==> src/logic/motor_run_pkg.sv <==
// constants and types shared by the motor run priority control block
package motor_run_pkg;
   // ==========================================================
   // register byte offsets (low address byte)
   localparam logic [7:0] CTRL_OFFSET   = 8'h00;
   localparam logic [7:0] CFG_OFFSET    = 8'h04;
   localparam logic [7:0] ROT_OFFSET    = 8'h08;
   localparam logic [7:0] EXTRA_OFFSET  = 8'h0c;
   localparam logic [7:0] RAMP_OFFSET   = 8'h10;
   localparam logic [7:0] STATUS_OFFSET = 8'h14;
   // ==========================================================
   // field positions
   localparam int RUN_BIT  = 7;
   localparam int DIR_BIT  = 0;
   localparam int HARD_BIT = 0;
   localparam int RUP_BIT  = 1;
   localparam int RDN_BIT  = 2;
   localparam int REV_BIT  = 3;
   localparam int XTRA_BIT = 4;
   localparam int EN0_BIT  = 5;
   localparam int EN1_BIT  = 6;
   localparam int CFG_W    = 7;
   localparam int CNT_W    = 16;
   // ==========================================================
   // reset values
   localparam logic [CFG_W-1:0] CFG_RESET   = 7'h00;
   localparam logic [CNT_W-1:0] ROT_RESET   = 16'h0010;
   localparam logic [CNT_W-1:0] EXTRA_RESET = 16'h0004;
   localparam logic [CNT_W-1:0] RAMP_RESET  = 16'h0008;
   // ==========================================================
   // step timing
   localparam int CLK_PERIOD_NS  = 5;
   localparam int STEP_PERIOD_NS = 50;
   localparam int STEP_CYCLES =
      (STEP_PERIOD_NS + CLK_PERIOD_NS - 1) / CLK_PERIOD_NS;
   localparam logic [7:0] STEP_RELOAD = 8'(STEP_CYCLES - 1);
   // ==========================================================
   // bus encodings
   localparam logic [1:0] HTRANS_NONSEQ = 2'h2;
   localparam logic       HRESP_OKAY    = 1'h0;
   typedef enum logic [2:0] {
      ST_IDLE, ST_RAMP_UP, ST_RUN, ST_EXTRA, ST_RAMP_DOWN
   } run_state_type;
endpackage : motor_run_pkg

==> src/logic/motor_run_priority_control.sv <==
// motor run arbitration: stop request, ramps, sense-input actions
//
// Operation
// - ramp-up or ramp-down ignores all sense-interrupt actions.
// - at final speed, enabled sense interrupts change the motor run.
// - writing 0 to run bit is the only event acting during ramps.
// - stop in ramp-up with hard stop halts at once.
// - stop in ramp-up, no hard stop, ramp-down on: decelerate to stop.
// - stop in ramp-up, no hard stop, no ramp-down: halt at once.
// - stop during ramp-down with hard stop aborts ramp, halts at once.
// - stop during ramp-down without hard stop keeps ramping down.
// - reverse interrupt at speed flips direction, reloads rotations.
// - another reverse interrupt flips again, restarts rotation count.
// - rotations done without interrupt: ramp down if enabled.
// - with extra steps, run them first, then reverse.
// - sense inputs unfiltered; every level change of an input enabled by EN0_BIT or EN1_BIT is an event.
`timescale 1ns/100ps
module motor_run_priority_control (
   input  wire logic        clk_sys,
   input  wire logic        rst,
   input  wire logic        hsel,
   input  wire logic [31:0] haddr,
   input  wire logic [1:0]  htrans,
   input  wire logic        hwrite,
   input  wire logic [2:0]  hsize,
   input  wire logic [31:0] hwdata,
   input  wire logic        hready,
   output logic             hreadyout,
   output logic      [31:0] hrdata,
   output logic             hresp,
   input  wire logic        sense_input_zero,
   input  wire logic        sense_input_one,
   output logic             step_pulse,
   output logic             step_dir,
   output logic             motor_running
);
   // ==========================================================
   // declarations
   logic                               wr_q,   wr_d;
   logic [7:0]                         waddr_q, waddr_d;
   logic [31:0]                        rdata_q, rdata_d;
   logic                               ctrl_dir_q, ctrl_dir_d;
   logic [motor_run_pkg::CFG_W-1:0]    cfg_q,  cfg_d;
   logic [motor_run_pkg::CNT_W-1:0]    rot_q,  rot_d;
   logic [motor_run_pkg::CNT_W-1:0]    extra_q, extra_d;
   logic [motor_run_pkg::CNT_W-1:0]    ramp_q, ramp_d;
   motor_run_pkg::run_state_type       state_q, state_d;
   logic                               dir_q,  dir_d;
   logic [motor_run_pkg::CNT_W-1:0]    count_q, count_d;
   logic                               step_q, step_d;
   logic [7:0]                         tick_q, tick_d;
   logic [1:0]                         sense_prev_q;
   logic                               access, hi_zero, ctrl_wr, start_req;
   logic                               stop_req, tick, sense_hit, last_step;
   logic                               hard_en, rup_en, rdn_en;
   logic                               rev_en, xtra_en;
   motor_run_pkg::run_state_type       stop_state;

   assign hreadyout     = 1'b1;
   assign hresp         = motor_run_pkg::HRESP_OKAY;
   assign hrdata        = rdata_q;
   assign step_pulse    = step_q;
   assign step_dir      = dir_q;
   assign motor_running = (state_q != motor_run_pkg::ST_IDLE);

   assign hard_en = cfg_q[motor_run_pkg::HARD_BIT];
   assign rup_en  = cfg_q[motor_run_pkg::RUP_BIT];
   assign rdn_en  = cfg_q[motor_run_pkg::RDN_BIT];
   assign rev_en  = cfg_q[motor_run_pkg::REV_BIT];
   assign xtra_en = cfg_q[motor_run_pkg::XTRA_BIT];

   // ==========================================================
   // bus slave: address phase capture, read data, register writes
   assign access  = hsel & hready & (htrans == motor_run_pkg::HTRANS_NONSEQ);
   assign hi_zero = (haddr[31:8] == 24'h000000);
   assign ctrl_wr = wr_q & (waddr_q == motor_run_pkg::CTRL_OFFSET);

   always_comb begin
      wr_d       = access & hwrite & hi_zero;
      waddr_d    = access ? haddr[7:0] : waddr_q;
      rdata_d    = 32'h00000000;
      ctrl_dir_d = ctrl_dir_q;
      cfg_d      = cfg_q;
      rot_d      = rot_q;
      extra_d    = extra_q;
      ramp_d     = ramp_q;
      if (access & ~hwrite & hi_zero) begin
         case (haddr[7:0])
            motor_run_pkg::CTRL_OFFSET: begin
               rdata_d[motor_run_pkg::RUN_BIT] = motor_running;
               rdata_d[motor_run_pkg::DIR_BIT] = ctrl_dir_q;
            end
            motor_run_pkg::CFG_OFFSET:    rdata_d[6:0]  = cfg_q;
            motor_run_pkg::ROT_OFFSET:    rdata_d[15:0] = rot_q;
            motor_run_pkg::EXTRA_OFFSET:  rdata_d[15:0] = extra_q;
            motor_run_pkg::RAMP_OFFSET:   rdata_d[15:0] = ramp_q;
            motor_run_pkg::STATUS_OFFSET: begin
               rdata_d[31:16] = count_q;
               rdata_d[4]     = dir_q;
               rdata_d[2:0]   = state_q;
            end
            default:                      rdata_d = 32'h00000000;
         endcase
      end
      if (wr_q) begin
         case (waddr_q)
            motor_run_pkg::CTRL_OFFSET:
               ctrl_dir_d = hwdata[motor_run_pkg::DIR_BIT];
            motor_run_pkg::CFG_OFFSET:   cfg_d   = hwdata[6:0];
            motor_run_pkg::ROT_OFFSET:   rot_d   = hwdata[15:0];
            motor_run_pkg::EXTRA_OFFSET: extra_d = hwdata[15:0];
            motor_run_pkg::RAMP_OFFSET:  ramp_d  = hwdata[15:0];
            default:                     cfg_d   = cfg_q;
         endcase
      end
   end

   always_ff @(posedge clk_sys or posedge rst) begin
      if (rst) begin
         wr_q       <= 1'b0;
         waddr_q    <= 8'h00;
         rdata_q    <= 32'h00000000;
         ctrl_dir_q <= 1'b0;
         cfg_q      <= motor_run_pkg::CFG_RESET;
         rot_q      <= motor_run_pkg::ROT_RESET;
         extra_q    <= motor_run_pkg::EXTRA_RESET;
         ramp_q     <= motor_run_pkg::RAMP_RESET;
      end else begin
         wr_q       <= wr_d;
         waddr_q    <= waddr_d;
         rdata_q    <= rdata_d;
         ctrl_dir_q <= ctrl_dir_d;
         cfg_q      <= cfg_d;
         rot_q      <= rot_d;
         extra_q    <= extra_d;
         ramp_q     <= ramp_d;
      end
   end

   // ==========================================================
   // requests, step timing and sense events
   assign start_req = ctrl_wr & hwdata[motor_run_pkg::RUN_BIT] &
                      (state_q == motor_run_pkg::ST_IDLE);
   assign stop_req  = ctrl_wr & ~hwdata[motor_run_pkg::RUN_BIT] &
                      motor_running;
   assign tick      = motor_running & (tick_q == 8'h00);
   assign last_step = (count_q <= 16'h0001);
   assign sense_hit =
      ((sense_input_zero ^ sense_prev_q[0]) & cfg_q[motor_run_pkg::EN0_BIT]) |
      ((sense_input_one ^ sense_prev_q[1]) & cfg_q[motor_run_pkg::EN1_BIT]);

   always_comb begin
      tick_d = motor_run_pkg::STEP_RELOAD;
      if (motor_running && tick_q != 8'h00) begin
         tick_d = tick_q - 8'h01;
      end
   end

   always_ff @(posedge clk_sys or posedge rst) begin
      if (rst) begin
         tick_q       <= 8'h00;
         sense_prev_q <= 2'b00;
      end else begin
         tick_q       <= tick_d;
         sense_prev_q <= {sense_input_one, sense_input_zero};
      end
   end

   // ==========================================================
   // run state machine
   always_comb begin
      // hard stop first, else ramp-down if enabled
      stop_state = (hard_en || !rdn_en) ? motor_run_pkg::ST_IDLE
                                        : motor_run_pkg::ST_RAMP_DOWN;
      state_d = state_q;
      dir_d   = dir_q;
      count_d = count_q;
      step_d  = 1'b0;
      case (state_q)
         motor_run_pkg::ST_IDLE: begin
            if (start_req) begin
               dir_d = hwdata[motor_run_pkg::DIR_BIT];
               if (rup_en && ramp_q != 16'h0000) begin
                  state_d = motor_run_pkg::ST_RAMP_UP;
                  count_d = ramp_q;
               end else begin
                  state_d = motor_run_pkg::ST_RUN;
                  count_d = rot_q;
               end
            end
         end
         motor_run_pkg::ST_RAMP_UP: begin
            if (stop_req) begin
               state_d = stop_state;
               count_d = ramp_q;
            end else if (tick) begin
               step_d  = 1'b1;
               count_d = last_step ? rot_q : count_q - 16'h0001;
               if (last_step) begin
                  state_d = motor_run_pkg::ST_RUN;
               end
            end
         end
         motor_run_pkg::ST_RUN: begin
            if (stop_req) begin
               state_d = stop_state;
               count_d = ramp_q;
            // act on sense at final speed
            end else if (sense_hit && rev_en) begin
               if (xtra_en && extra_q != 16'h0000) begin
                  state_d = motor_run_pkg::ST_EXTRA;
                  count_d = extra_q;
               end else begin
                  dir_d   = ~dir_q;
                  count_d = rot_q;
               end
            end else if (tick) begin
               step_d  = 1'b1;
               count_d = count_q - 16'h0001;
               if (last_step) begin
                  count_d = ramp_q;
                  if (rdn_en && ramp_q != 16'h0000) begin
                     state_d = motor_run_pkg::ST_RAMP_DOWN;
                  end else begin
                     state_d = motor_run_pkg::ST_IDLE;
                  end
               end
            end
         end
         motor_run_pkg::ST_EXTRA: begin
            if (stop_req) begin
               state_d = stop_state;
               count_d = ramp_q;
            end else if (tick) begin
               step_d  = 1'b1;
               count_d = count_q - 16'h0001;
               // reverse once extra steps are out
               if (last_step) begin
                  state_d = motor_run_pkg::ST_RUN;
                  dir_d   = ~dir_q;
                  count_d = rot_q;
               end
            end
         end
         motor_run_pkg::ST_RAMP_DOWN: begin
            if (stop_req && hard_en) begin
               state_d = motor_run_pkg::ST_IDLE;
            end else if (tick) begin
               step_d  = 1'b1;
               count_d = count_q - 16'h0001;
               if (last_step) begin
                  state_d = motor_run_pkg::ST_IDLE;
               end
            end
         end
         default: state_d = motor_run_pkg::ST_IDLE;
      endcase
   end

   always_ff @(posedge clk_sys or posedge rst) begin
      if (rst) begin
         state_q <= motor_run_pkg::ST_IDLE;
         dir_q   <= 1'b0;
         count_q <= 16'h0000;
         step_q  <= 1'b0;
      end else begin
         state_q <= state_d;
         dir_q   <= dir_d;
         count_q <= count_d;
         step_q  <= step_d;
      end
   end
endmodule : motor_run_priority_control

==> config.mk <==
export PLATFORM = sky130hd
export DESIGN_NAME = motor_run_priority_control
export DESIGN_NICKNAME = d
export VERILOG_FILES = /design/src/logic/motor_run_pkg.sv /design/src/logic/motor_run_priority_control.sv
export SDC_FILE = /design/constraint.sdc
export NUM_CORES = 1
export LEC_CHECK = 0
export ABC_AREA = 1
export BUFFER_PORTS_ARGS = -buffer_cell sky130_fd_sc_hd__buf_4
export CAP_MARGIN = 10
export CORE_MARGIN = 2
export CORE_UTILIZATION = 60
export DETAILED_ROUTE_END_ITERATION = 7
export PLACE_DENSITY = 0.83
export SLEW_MARGIN = 20
export SYNTH_ARGS = -nofsm -noshare
export SYNTH_HDL_FRONTEND = slang
export SYNTH_SLANG_ARGS = --single-unit
==> constraint.sdc <==
create_clock -name clk_sys -period 5.24 [get_ports clk_sys]
set_input_delay 0.262 -clock clk_sys [delete_from_list [all_inputs] [get_ports clk_sys]]
set_output_delay 0.262 -clock clk_sys [all_outputs]
set_load 0.02 [all_outputs]
==> flow_summary_export.csv, run 1 <==
group,metric,value,unit
clocking,worstSkewPairLatency,430,ps
floorplan,initial_utilization,61.28,%
drt,via_per_inst,5.731,
yosys,synth_warnings,0,
setup_path,cpMostUsedCell,"nand2_1",
sta,slew_viol_final,0,
clocking,cts_tree,"done",
placement,hpwlAfterDp,15060,um
power_and_ir_drop,power_density,269.4,nW/um^2
setup_path,critPathRequiredTime,5560,ps
setup_path,setup.worst_path.end_class,"flop",
sta,max_slew_margin,35.18,%
yosys,synth_nets,1181,
placement,place_congestion,0.9499,
drt,drt_iter0_drc,987,
clocking,clkTransAtPathRegs,60,ps
sta,setup_viol,0,
floorplan,row_count,41,
clocking,cts.path.max_buffers,2,
floorplan,die_h,117.3,um
floorplan,core_area,12570,um^2
setup_path,crit_end,"count_q[6]",
global_routing,grt_pass1_vias,7152,
setup_path,slowest_delay,680,ps
setup_path,crit_buf_inv,4,
sta,finalCriticalPeriod,2835,ps
yosys,syn_avg_cell_area,6.989,um^2
global_routing,antenna_found_initial,0,
sta,final_hold_viol_count,0,
final_layout,final_layout_size_suffix_gt1_share,13.70,%
drt,wl_per_cell,15.97,um
setup_path,worst-r2r-setup-slack,2560,ps
yosys,synthesis.instances,1102,
final_layout,final_cells,1362,
yosys,ys.flop_type,"dfrtp_1",
drt,wl,21750,um
yosys,synthesis.area,7702,um^2
floorplan,die_x,117.3,um
global_routing,gr-total-overflow,0,
final_layout,regArea,3207,um^2
final_layout,antennaDiodeCount,0,
setup_path,startpoint,"sense_input_zero",
setup_path,cp_top_family,"simple AND/OR/NAND/NOR gates",
placement,port_buffers,91,
setup_path,r2r_start,"sense_prev_q[0]",
global_routing,grt_util_all_layers,32.45,%
yosys,synth-seq-cells,128,
clocking,root_buffer,"clkbuf_16",
global_routing,grt_pass1_wl,35860,um
setup_path,crit_type,"primary input to flop",
power_and_ir_drop,worst_ir_drop_vdd,0.0002768,V
setup_path,start_kind,"primary input",
clocking,postCtsSetupRepairBufs,0,
yosys,yosysSeqAreaShare,41.63,%
clocking,htreeDepth,4,
yosys,synth-async-reset-ratio,100.0,%
sta,fin_crit_sh,54.10,%
sta,setup-tns-final,0,ps
final_layout,multi_input_area,3746,um^2
drt,drtAntennaViolNets,0,
setup_path,r2r_cells,12,
yosys,synth_cell_types,45,
final_layout,fillers,1030,
final_layout,area_growth,18.39,%
placement,dpl.cell_count,1328,
power_and_ir_drop,leakagePower,4.836,nW
final_layout,finalNetCount,1257,
setup_path,r2r_end,"count_q[6]",
global_routing,grt_max_degree,74,
clocking,cts.sink_count,128,
sta,grt_setup_unrepaired,"false",
drt,drc_errors,0,
setup_path,crit_path_cell_trace,"dlygate4sd3_1 > buf_4 > inv_1 > nand2_1 > nand3_1 > nand2_1 > nand2_1 > clkinv_1 > nand3_1 > nand3_1 > nand2_1 > nand3_1 > nand2_1 > nand2_1",
sta,fmax,352.7,MHz
drt,drt_pre_antenna_iters,6,
setup_path,arrival,3160,ps
worst_hold_path,hold_path_class,"primary input to asynchronous set/reset pin",
yosys,synth_edf_count,0,
status,status,"complete, no violations",
floorplan,io_pins,113,
floorplan,dieArea,13760,um^2
setup_path,crit_fanout,19,
setup_path,worst_path_max_delay_cell,"clkinv_1",
drt,vias,7805,
clocking,numCtsBuffers,17,
sta,worst_pin_slew,970.0,ps
sta,fin_skew,15.71,ps
clocking,cts_resized,0,
flow_run,maxCapViolations,0,
setup_path,path_depth,14,
worst min-delay path by stage:
stage,endpoint,slack [ps],depth (start not counted)
after global routing,waddr_q[7],60,3
final,step_dir,40,2
after global placement,sense_prev_q[1],390,1
after floorplan,sense_prev_q[0],290,0
after CTS,waddr_q[7],40,3
after detailed placement,sense_prev_q[1],390,1
through the flow:
stage	area (um^2)	hold slack, ps	power [mW]	utilization (%)	worst slack [ps]
floorplan	7702	293.4	1.097	-	1570
global placement	8423	388.4	1.150	67.02	2610
detailed placement	8423	389.3	1.152	67.02	2614
CTS	9102	42.44	2.462	72.42	2502
global route	9119	56.16	2.533	72.55	2226
finish	9119	36.84	2.457	72.55	2405
metal layers:
layer / up-vias / wire, um / global-route usage, %
li1: 3722 / - / -
met1: 3573 / 9279 / 46.35
met2: 450 / 9736 / 49.12
met3: 60 / 2121 / 6.566
met4: 0 / 608 / 12.20
met5: - / 0 / 0
kinds of logic (layout without fill, tap and decap cells):
family                     Yosys count  count (layout)  synth area share, %
adders and majority gates            3               3               0.4874
other                                2               2              0.09750
buffers and inverters              183             271                9.795
and+or+nand+nor                    561             561                31.68
xor gates and xnor gates            13              13                1.478
AOI/OAI and AO/OA                  212             212                14.83
DFF                                128             128                41.63
area by class of cell:
type                            instances  share of cell area, %
Clock buffer                           19                  4.967
Timing Repair Buffer                   99                  8.246
Multi-Input combinational cell        791                  41.08
Tap cell                              172                  2.360
Sequential cell                       128                  35.17
Inverter                              141                  5.914
Clock inverter                         12                  2.264
where the power goes:
part / total, mW / internal (mW) / switching [mW]
clock: 1.32 / 0.869 / 0.449
combinational: 0.126 / 0.0489 / 0.0766
sequential: 1.01 / 1.00 / 0.0111
total: 2.46 / 1.92 / 0.536
state kept, by name (all words and copies together) (netlist names), 7 cells and up:
| register | count |
|---|---|
| hrdata | 32 |
| count_q | 16 |
| tick_q | 8 |
| ramp_q | 16 |
| rot_q | 16 |
| waddr_q | 8 |
| extra_q | 16 |
| cfg_q | 7 |
synthesized netlist by cell type, types with 3 or more instances:
cell | n | area share, %
nand2_1 | 285 | 14
inv_1 | 132 | 6.4
dfrtp_1 | 125 | 41
o21ai_0 | 120 | 7.8
nor2_1 | 119 | 5.8
nand3_1 | 83 | 5.4
a21oi_1 | 49 | 3.2
clkbuf_1 | 23 | 1.1
nor3_1 | 23 | 1.5
o22ai_1 | 15 | 1.2
nand4_1 | 14 | 1.1
xor2_1 | 12 | 1.4
buf_2 | 9 | 0.58
o21ai_1 | 9 | 0.58
nor4_1 | 8 | 0.65
buf_4 | 6 | 0.58
nand2_2 | 6 | 0.49
inv_2 | 5 | 0.24
nor2_2 | 5 | 0.41
o211ai_1 | 5 | 0.49
a211oi_1 | 4 | 0.39
a221oi_1 | 4 | 0.45
nand3b_1 | 4 | 0.39
o21a_1 | 4 | 0.39
dfstp_2 | 3 | 1.0
ha_1 | 3 | 0.49
what timing repair did:
item                                   4_1_cts  5_1_grt
endpoints found under the hold margin        2        0
setup endpoints to repair                    0        0
hold buffers                                 2        0
layout by cell type (no fill, tap or decap), types with 5 or more instances in the layout:
master | Yosys | routed
inv_1 | 132 | 131
nor2_2 | 5 | 5
a21oi_1 | 49 | 49
xor2_1 | 12 | 12
clkbuf_16 | 0 | 17
nor4_1 | 8 | 8
dfrtp_1 | 125 | 125
nand4_1 | 14 | 14
nand2_2 | 6 | 6
bufinv_16 | 0 | 5
nand3_1 | 83 | 82
nor2_1 | 119 | 119
o22ai_1 | 15 | 15
nor3_1 | 23 | 23
o21ai_0 | 120 | 120
o211ai_1 | 5 | 5
inv_2 | 5 | 5
o21ai_1 | 9 | 9
buf_4 | 6 | 96
nand2_1 | 285 | 285
No activity file was read; power rests on OpenSTA's default activity.
==> inputs of run 2 (changes only) <==
--- a/config.mk
+++ b/config.mk
@@ -9,9 +9,9 @@
 export BUFFER_PORTS_ARGS = -buffer_cell sky130_fd_sc_hd__buf_4
 export CAP_MARGIN = 10
 export CORE_MARGIN = 2
-export CORE_UTILIZATION = 60
+export CORE_UTILIZATION = 52
 export DETAILED_ROUTE_END_ITERATION = 7
-export PLACE_DENSITY = 0.83
+export PLACE_DENSITY = 0.77
 export SLEW_MARGIN = 20
 export SYNTH_ARGS = -nofsm -noshare
 export SYNTH_HDL_FRONTEND = slang
==> constraint.sdc (replaced) <==
create_clock -name clk_sys -period 2.4 [get_ports clk_sys]
set_input_delay 0.12 -clock clk_sys [delete_from_list [all_inputs] [get_ports clk_sys]]
set_output_delay 0.12 -clock clk_sys [all_outputs]
set_load 0.02 [all_outputs]
==> flow_summary_export.csv, run 2 (synthesized netlist as in run 1, its figures left out) <==
group,metric,value,unit
status,status,"finished with violations",
status,failed_checks,"hold timing",
clocking,numCtsBuffers,17,
placement,port_buffers,91,
floorplan,core_area,14480,um^2
clocking,postCtsSetupRepairBufs,0,
sta,final_hold_viol_count,1,
global_routing,grt_max_degree,70,
worst_hold_path,holdPathStages,3,
final_layout,final_layout_size_suffix_gt1_share,15.10,%
drt,wl_per_cell,15.43,um
setup_path,worst-r2r-setup-slack,210,ps
flow_run,maxCapViolations,0,
worst_hold_path,hold_path_class,"primary input to flop",
floorplan,die_h,125.7,um
sta,finalCriticalPeriod,2193,ps
drt,drtAntennaViolNets,0,
setup_path,critPathRequiredTime,2730,ps
final_layout,antennaDiodeCount,0,
sta,worst_slack,207.4,ps
final_layout,final_common_cell,"nand2_1",
drt,wl,21740,um
final_layout,area_growth,21.95,%
placement,place_ws,265.0,ps
power_and_ir_drop,leakagePower,4.951,nW
floorplan,row_count,44,
global_routing,grt_pass1_wl,35960,um
drt,vias,7761,
clocking,root_buffer,"clkbuf_16",
sta,hold_slack,-5.145,ps
floorplan,io_pins,113,
power_and_ir_drop,worst_ir_drop_vdd,0.0004629,V
power_and_ir_drop,power_density,540.2,nW/um^2
drt,drt_iter0_drc,800,
clocking,cts_tree,"done",
clocking,worstSkewPairLatency,430,ps
drt,drt_pre_antenna_iters,5,
drt,via_per_inst,5.508,
global_routing,antenna_found_initial,0,
setup_path,arrival,2520,ps
sta,grt_setup_unrepaired,"false",
final_layout,layout_common_cells,"nand2_1, inv_1, dfrtp_1",
sta,fin_crit_sh,91.36,%
final_layout,finalNetCount,1291,
floorplan,initial_utilization,53.20,%
sta,setup-tns-final,0,ps
setup_path,setup.worst_path.end_class,"flop",
placement,place_congestion,0.9448,
setup_path,crit_type,"flop to flop",
global_routing,grt_util_all_layers,28.41,%
setup_path,crit_fanout,5,
clocking,cts.sink_count,128,
sta,setup_viol,0,
clocking,cts.path.max_buffers,2,
setup_path,start_kind,"flop",
final_layout,largest_reg_flops,32,
global_routing,gr-total-overflow,0,
placement,hpwlAfterDp,15750,um
floorplan,dieArea,15800,um^2
sta,fmax,456.1,MHz
floorplan,die_x,125.7,um
sta,slew_viol_final,0,
clocking,clkTransAtPathRegs,60,ps
sta,max_slew_margin,61.75,%
sta,worst_pin_slew,570.2,ps
global_routing,grt_pass1_vias,7148,
drt,drc_errors,0,
clocking,htreeDepth,4,
setup_path,r2r_cells,12,
sta,fin_skew,8.033,ps
==> run 2: cell types whose count changed in the layout (fill, tap and decap cells not counted), sizes merged <==
cell	delta
bufinv	-3
clkinvlp	+6
inv	-2
dlygate4sd3	+14
buf	+20
==> run 2: final timing paths <==
check                                start          end
worst max-delay path            count_q[0]   count_q[6]
worst min-delay path            hwdata[10]  extra_q[10]
worst max register to register  count_q[0]   count_q[6]
worst min register to register   tick_q[0]    tick_q[0]
max in group asynchronous              rst    ramp_q[3]
min in group asynchronous              rst     rot_q[0]
==> run 2: what timing repair did <==
action,in CTS,in global routing
hold endpoints to repair,142,0
gates resized for setup,0,2
setup endpoints to repair,0,2
hold buffers,16,0
==> run 2: cell type report <==
| class | count | area, um^2 |
|---|---|---|
| Clock buffer | 19 | 452.9 |
| Clock inverter | 13 | 138.9 |
| Fill cell | 1274 | 5086 |
| Inverter | 141 | 544.3 |
| Multi-Input combinational cell | 791 | 3744 |
| Sequential cell | 128 | 3207 |
| Tap cell | 184 | 230.2 |
| Timing Repair Buffer | 133 | 1076 |
==> run 2: metal layers <==
layer	GRT usage [%]	wire [um]	vias to the layer above
met5	0	0	-
met4	10.85	644	0
met3	5.565	1920	47
met2	42.19	9472	361
met1	41.30	9705	3547
li1	-	-	3806
==> run 2: power by group <==
group / internal [mW] / switching (mW)
Clock: 1.58 / 0.989
Sequential: 2.19 / 0.0237
Combinational: 0.127 / 0.170
Total: 3.89 / 1.18
==> run 2: critical path: stages (launching register included) <==
cell	delay [ps]
dfrtp_1	430
inv_1	130
ha_1	230
nand2_1	140
nor2_1	270
xor2_1	320
nand2_1	120
nand3_1	90
nand3_1	70
nand2_1	70
nand3_1	90
nand2_1	80
nand2_1	40
==> run 2: per-stage QoR <==
step / cell area [um^2] / power (mW) / hold slack (ps) / util (%) / std cells
floorplan: 7706 / 2.396 / 151.4 / - / 1102
global placement: 8635 / 2.518 / 246.8 / 59.64 / 1361
detailed placement: 8635 / 2.525 / 249.5 / 59.64 / 1361
CTS: 9387 / 5.093 / 0.2099 / 64.83 / 1409
global route: 9393 / 5.242 / 8.665 / 64.87 / 1409
finish: 9393 / 5.074 / -5.145 / 64.87 / 1409
==> inputs of run 3 (changes only) <==
--- a/config.mk
+++ b/config.mk
@@ -11,7 +11,8 @@
 export CORE_MARGIN = 2
 export CORE_UTILIZATION = 52
 export DETAILED_ROUTE_END_ITERATION = 7
-export PLACE_DENSITY = 0.77
+export PLACE_DENSITY = 0.74
+export REMOVE_ABC_BUFFERS = 1
 export SLEW_MARGIN = 20
 export SYNTH_ARGS = -nofsm -noshare
 export SYNTH_HDL_FRONTEND = slang
==> flow_summary_export.csv, run 3 (synthesized netlist as in run 1, its figures left out) <==
group,metric,value,unit
power_and_ir_drop,power_density,544.7,nW/um^2
clocking,htreeDepth,4,
final_layout,area_growth,22.58,%
sta,final_hold_viol_count,0,
sta,max_slew_margin,53.78,%
clocking,clkTransAtPathRegs,60,ps
floorplan,core_area,14480,um^2
power_and_ir_drop,p_sw,1.242,mW
drt,drc_errors,0,
placement,place_congestion,0.9254,
drt,vias,7718,
setup_path,crit_type,"flop to flop",
final_layout,final_util,65.21,%
global_routing,gr-total-overflow,0,
power_and_ir_drop,power.internal,3.901,mW
status,status,"complete, no violations",
sta,setup_viol,0,
clocking,numCtsBuffers,17,
global_routing,antenna_found_initial,0,
power_and_ir_drop,power,5.143,mW
global_routing,grt_util_all_layers,28.88,%
final_layout,largest_reg_flops,32,
clocking,worstSkewPairLatency,430,ps
flow_run,maxCapViolations,0,
sta,slew_viol_final,0,
placement,hpwlAfterDp,15640,um
sta,worst_slack,249.7,ps
setup_path,crit_fanout,5,
drt,wl,21800,um
power_and_ir_drop,seqPwrFrac,43.0,%
final_layout,finalNetCount,1296,
sta,worst_pin_slew,693.2,ps
power_and_ir_drop,p_sw_share,24.15,%
sta,hold_slack,9.635,ps
setup_path,setup.worst_path.end_class,"flop",
power_and_ir_drop,clock_power_share,51.0,%
sta,fmax,465.1,MHz
clocking,root_buffer,"clkbuf_16",
drt,drt_pre_antenna_iters,6,
final_layout,layout_common_cells,"nand2_1, inv_1, dfrtp_1",
sta,finalCriticalPeriod,2150,ps
floorplan,die_h,125.7,um
drt,drtAntennaViolNets,0,
sta,fin_skew,7.290,ps
setup_path,critPathRequiredTime,2720,ps
clocking,cts.sink_count,128,
clocking,postCtsSetupRepairBufs,0,
sta,fin_crit_sh,89.59,%
placement,port_buffers,91,
worst_hold_path,hold_path_class,"primary input to flop",
drt,via_per_inst,5.458,
global_routing,grt_pass1_vias,7475,
clocking,cts_tree,"done",
sta,grt_setup_unrepaired,"false",
power_and_ir_drop,leakagePower,4.996,nW
final_layout,final_common_cell,"nand2_1",
power_and_ir_drop,worst_ir_drop_vdd,0.0005024,V
floorplan,die_x,125.7,um
drt,wl_per_cell,15.41,um
power_and_ir_drop,comb_power_share,6.0,%
clocking,cts.path.max_buffers,2,
final_layout,final_layout_size_suffix_gt1_share,14.88,%
floorplan,initial_utilization,53.20,%
floorplan,row_count,44,
floorplan,dieArea,15800,um^2
placement,place_ws,247.7,ps
global_routing,grt_max_degree,54,
final_layout,antennaDiodeCount,0,
global_routing,grt_pass1_wl,36930,um
floorplan,io_pins,113,
setup_path,arrival,2470,ps
drt,drt_iter0_drc,864,
setup_path,start_kind,"flop",
sta,setup-tns-final,0,ps
[run 3: cell count changes in the layout (fill, tap and decap cells not counted)]
cell,change
inv_4,+1
clkinv_4,+1
clkinv_1,+1
clkbuf_1,+1
clkinv_2,-2
clkinvlp_4,-7
inv_6,+6
dlygate4sd3_1,+5
clkbuf_8,-1
[run 3: what timing repair did]
item / CTS / global route
hold endpoints to repair: 77 / 0
gates resized for setup: 0 / 1
setup endpoints to repair: 0 / 4
hold buffers: 21 / 0
[run 3: final timing paths]
path	from	endpoint	slack, ps	depth (start not counted)
hold / removal	hwdata[6]	rot_q[6]	10	3
setup / recovery	count_q[0]	count_q[6]	250	12
max in group asynchronous	rst	extra_q[15]	1320	4
setup reg to reg	count_q[0]	count_q[6]	250	12
min in group asynchronous	rst	tick_q[2]	370	3
hold reg to reg	tick_q[0]	tick_q[0]	440	1
[run 3: layer usage]
layer  global-route usage, %  up-vias  part of all wire [%]
met1                   41.35     3480                    46
met2                   44.32      380                    44
met4                   10.13        0                   2.4
met3                   5.268       50                   7.8
li1                        -     3808                     -
met5                       0        -                     0
[run 3: critical path: stages (launching register included)]
cell	delay, ps
dfrtp_1	430
inv_1	120
ha_1	240
nand2_1	150
nor2_1	280
xor2_1	290
nand2_1	120
nand3_1	80
nand3_1	70
nand2_1	70
nand3_1	80
nand2_1	70
nand2_1	40
[run 3: per-stage QoR]
stage	instances	cell area, um^2
floorplan	1060	7485
global placement	1361	8633
CTS	1414	9439
finish	1414	9442
detailed placement	1361	8633
global route	1414	9442
[run 3: power groups by stage]
stage	logic, mW	clock network [mW]	registers, mW
finish	0.307	2.62	2.21
global route	0.348	2.75	2.21
CTS	0.308	2.64	2.21
detailed placement	0.281	0	2.25
global placement	0.276	0	2.25
floorplan	0.148	0	2.24
[run 3: layout make-up]
class | count | area (um^2)
fill | 1330 | 5037
multi-input combinational | 791 | 3744
sequential | 128 | 3207
timing repair buffer | 138 | 1126
inverter | 141 | 539.3
clock buffer | 19 | 442.9
tap | 184 | 230.2
clock inverter | 13 | 152.6
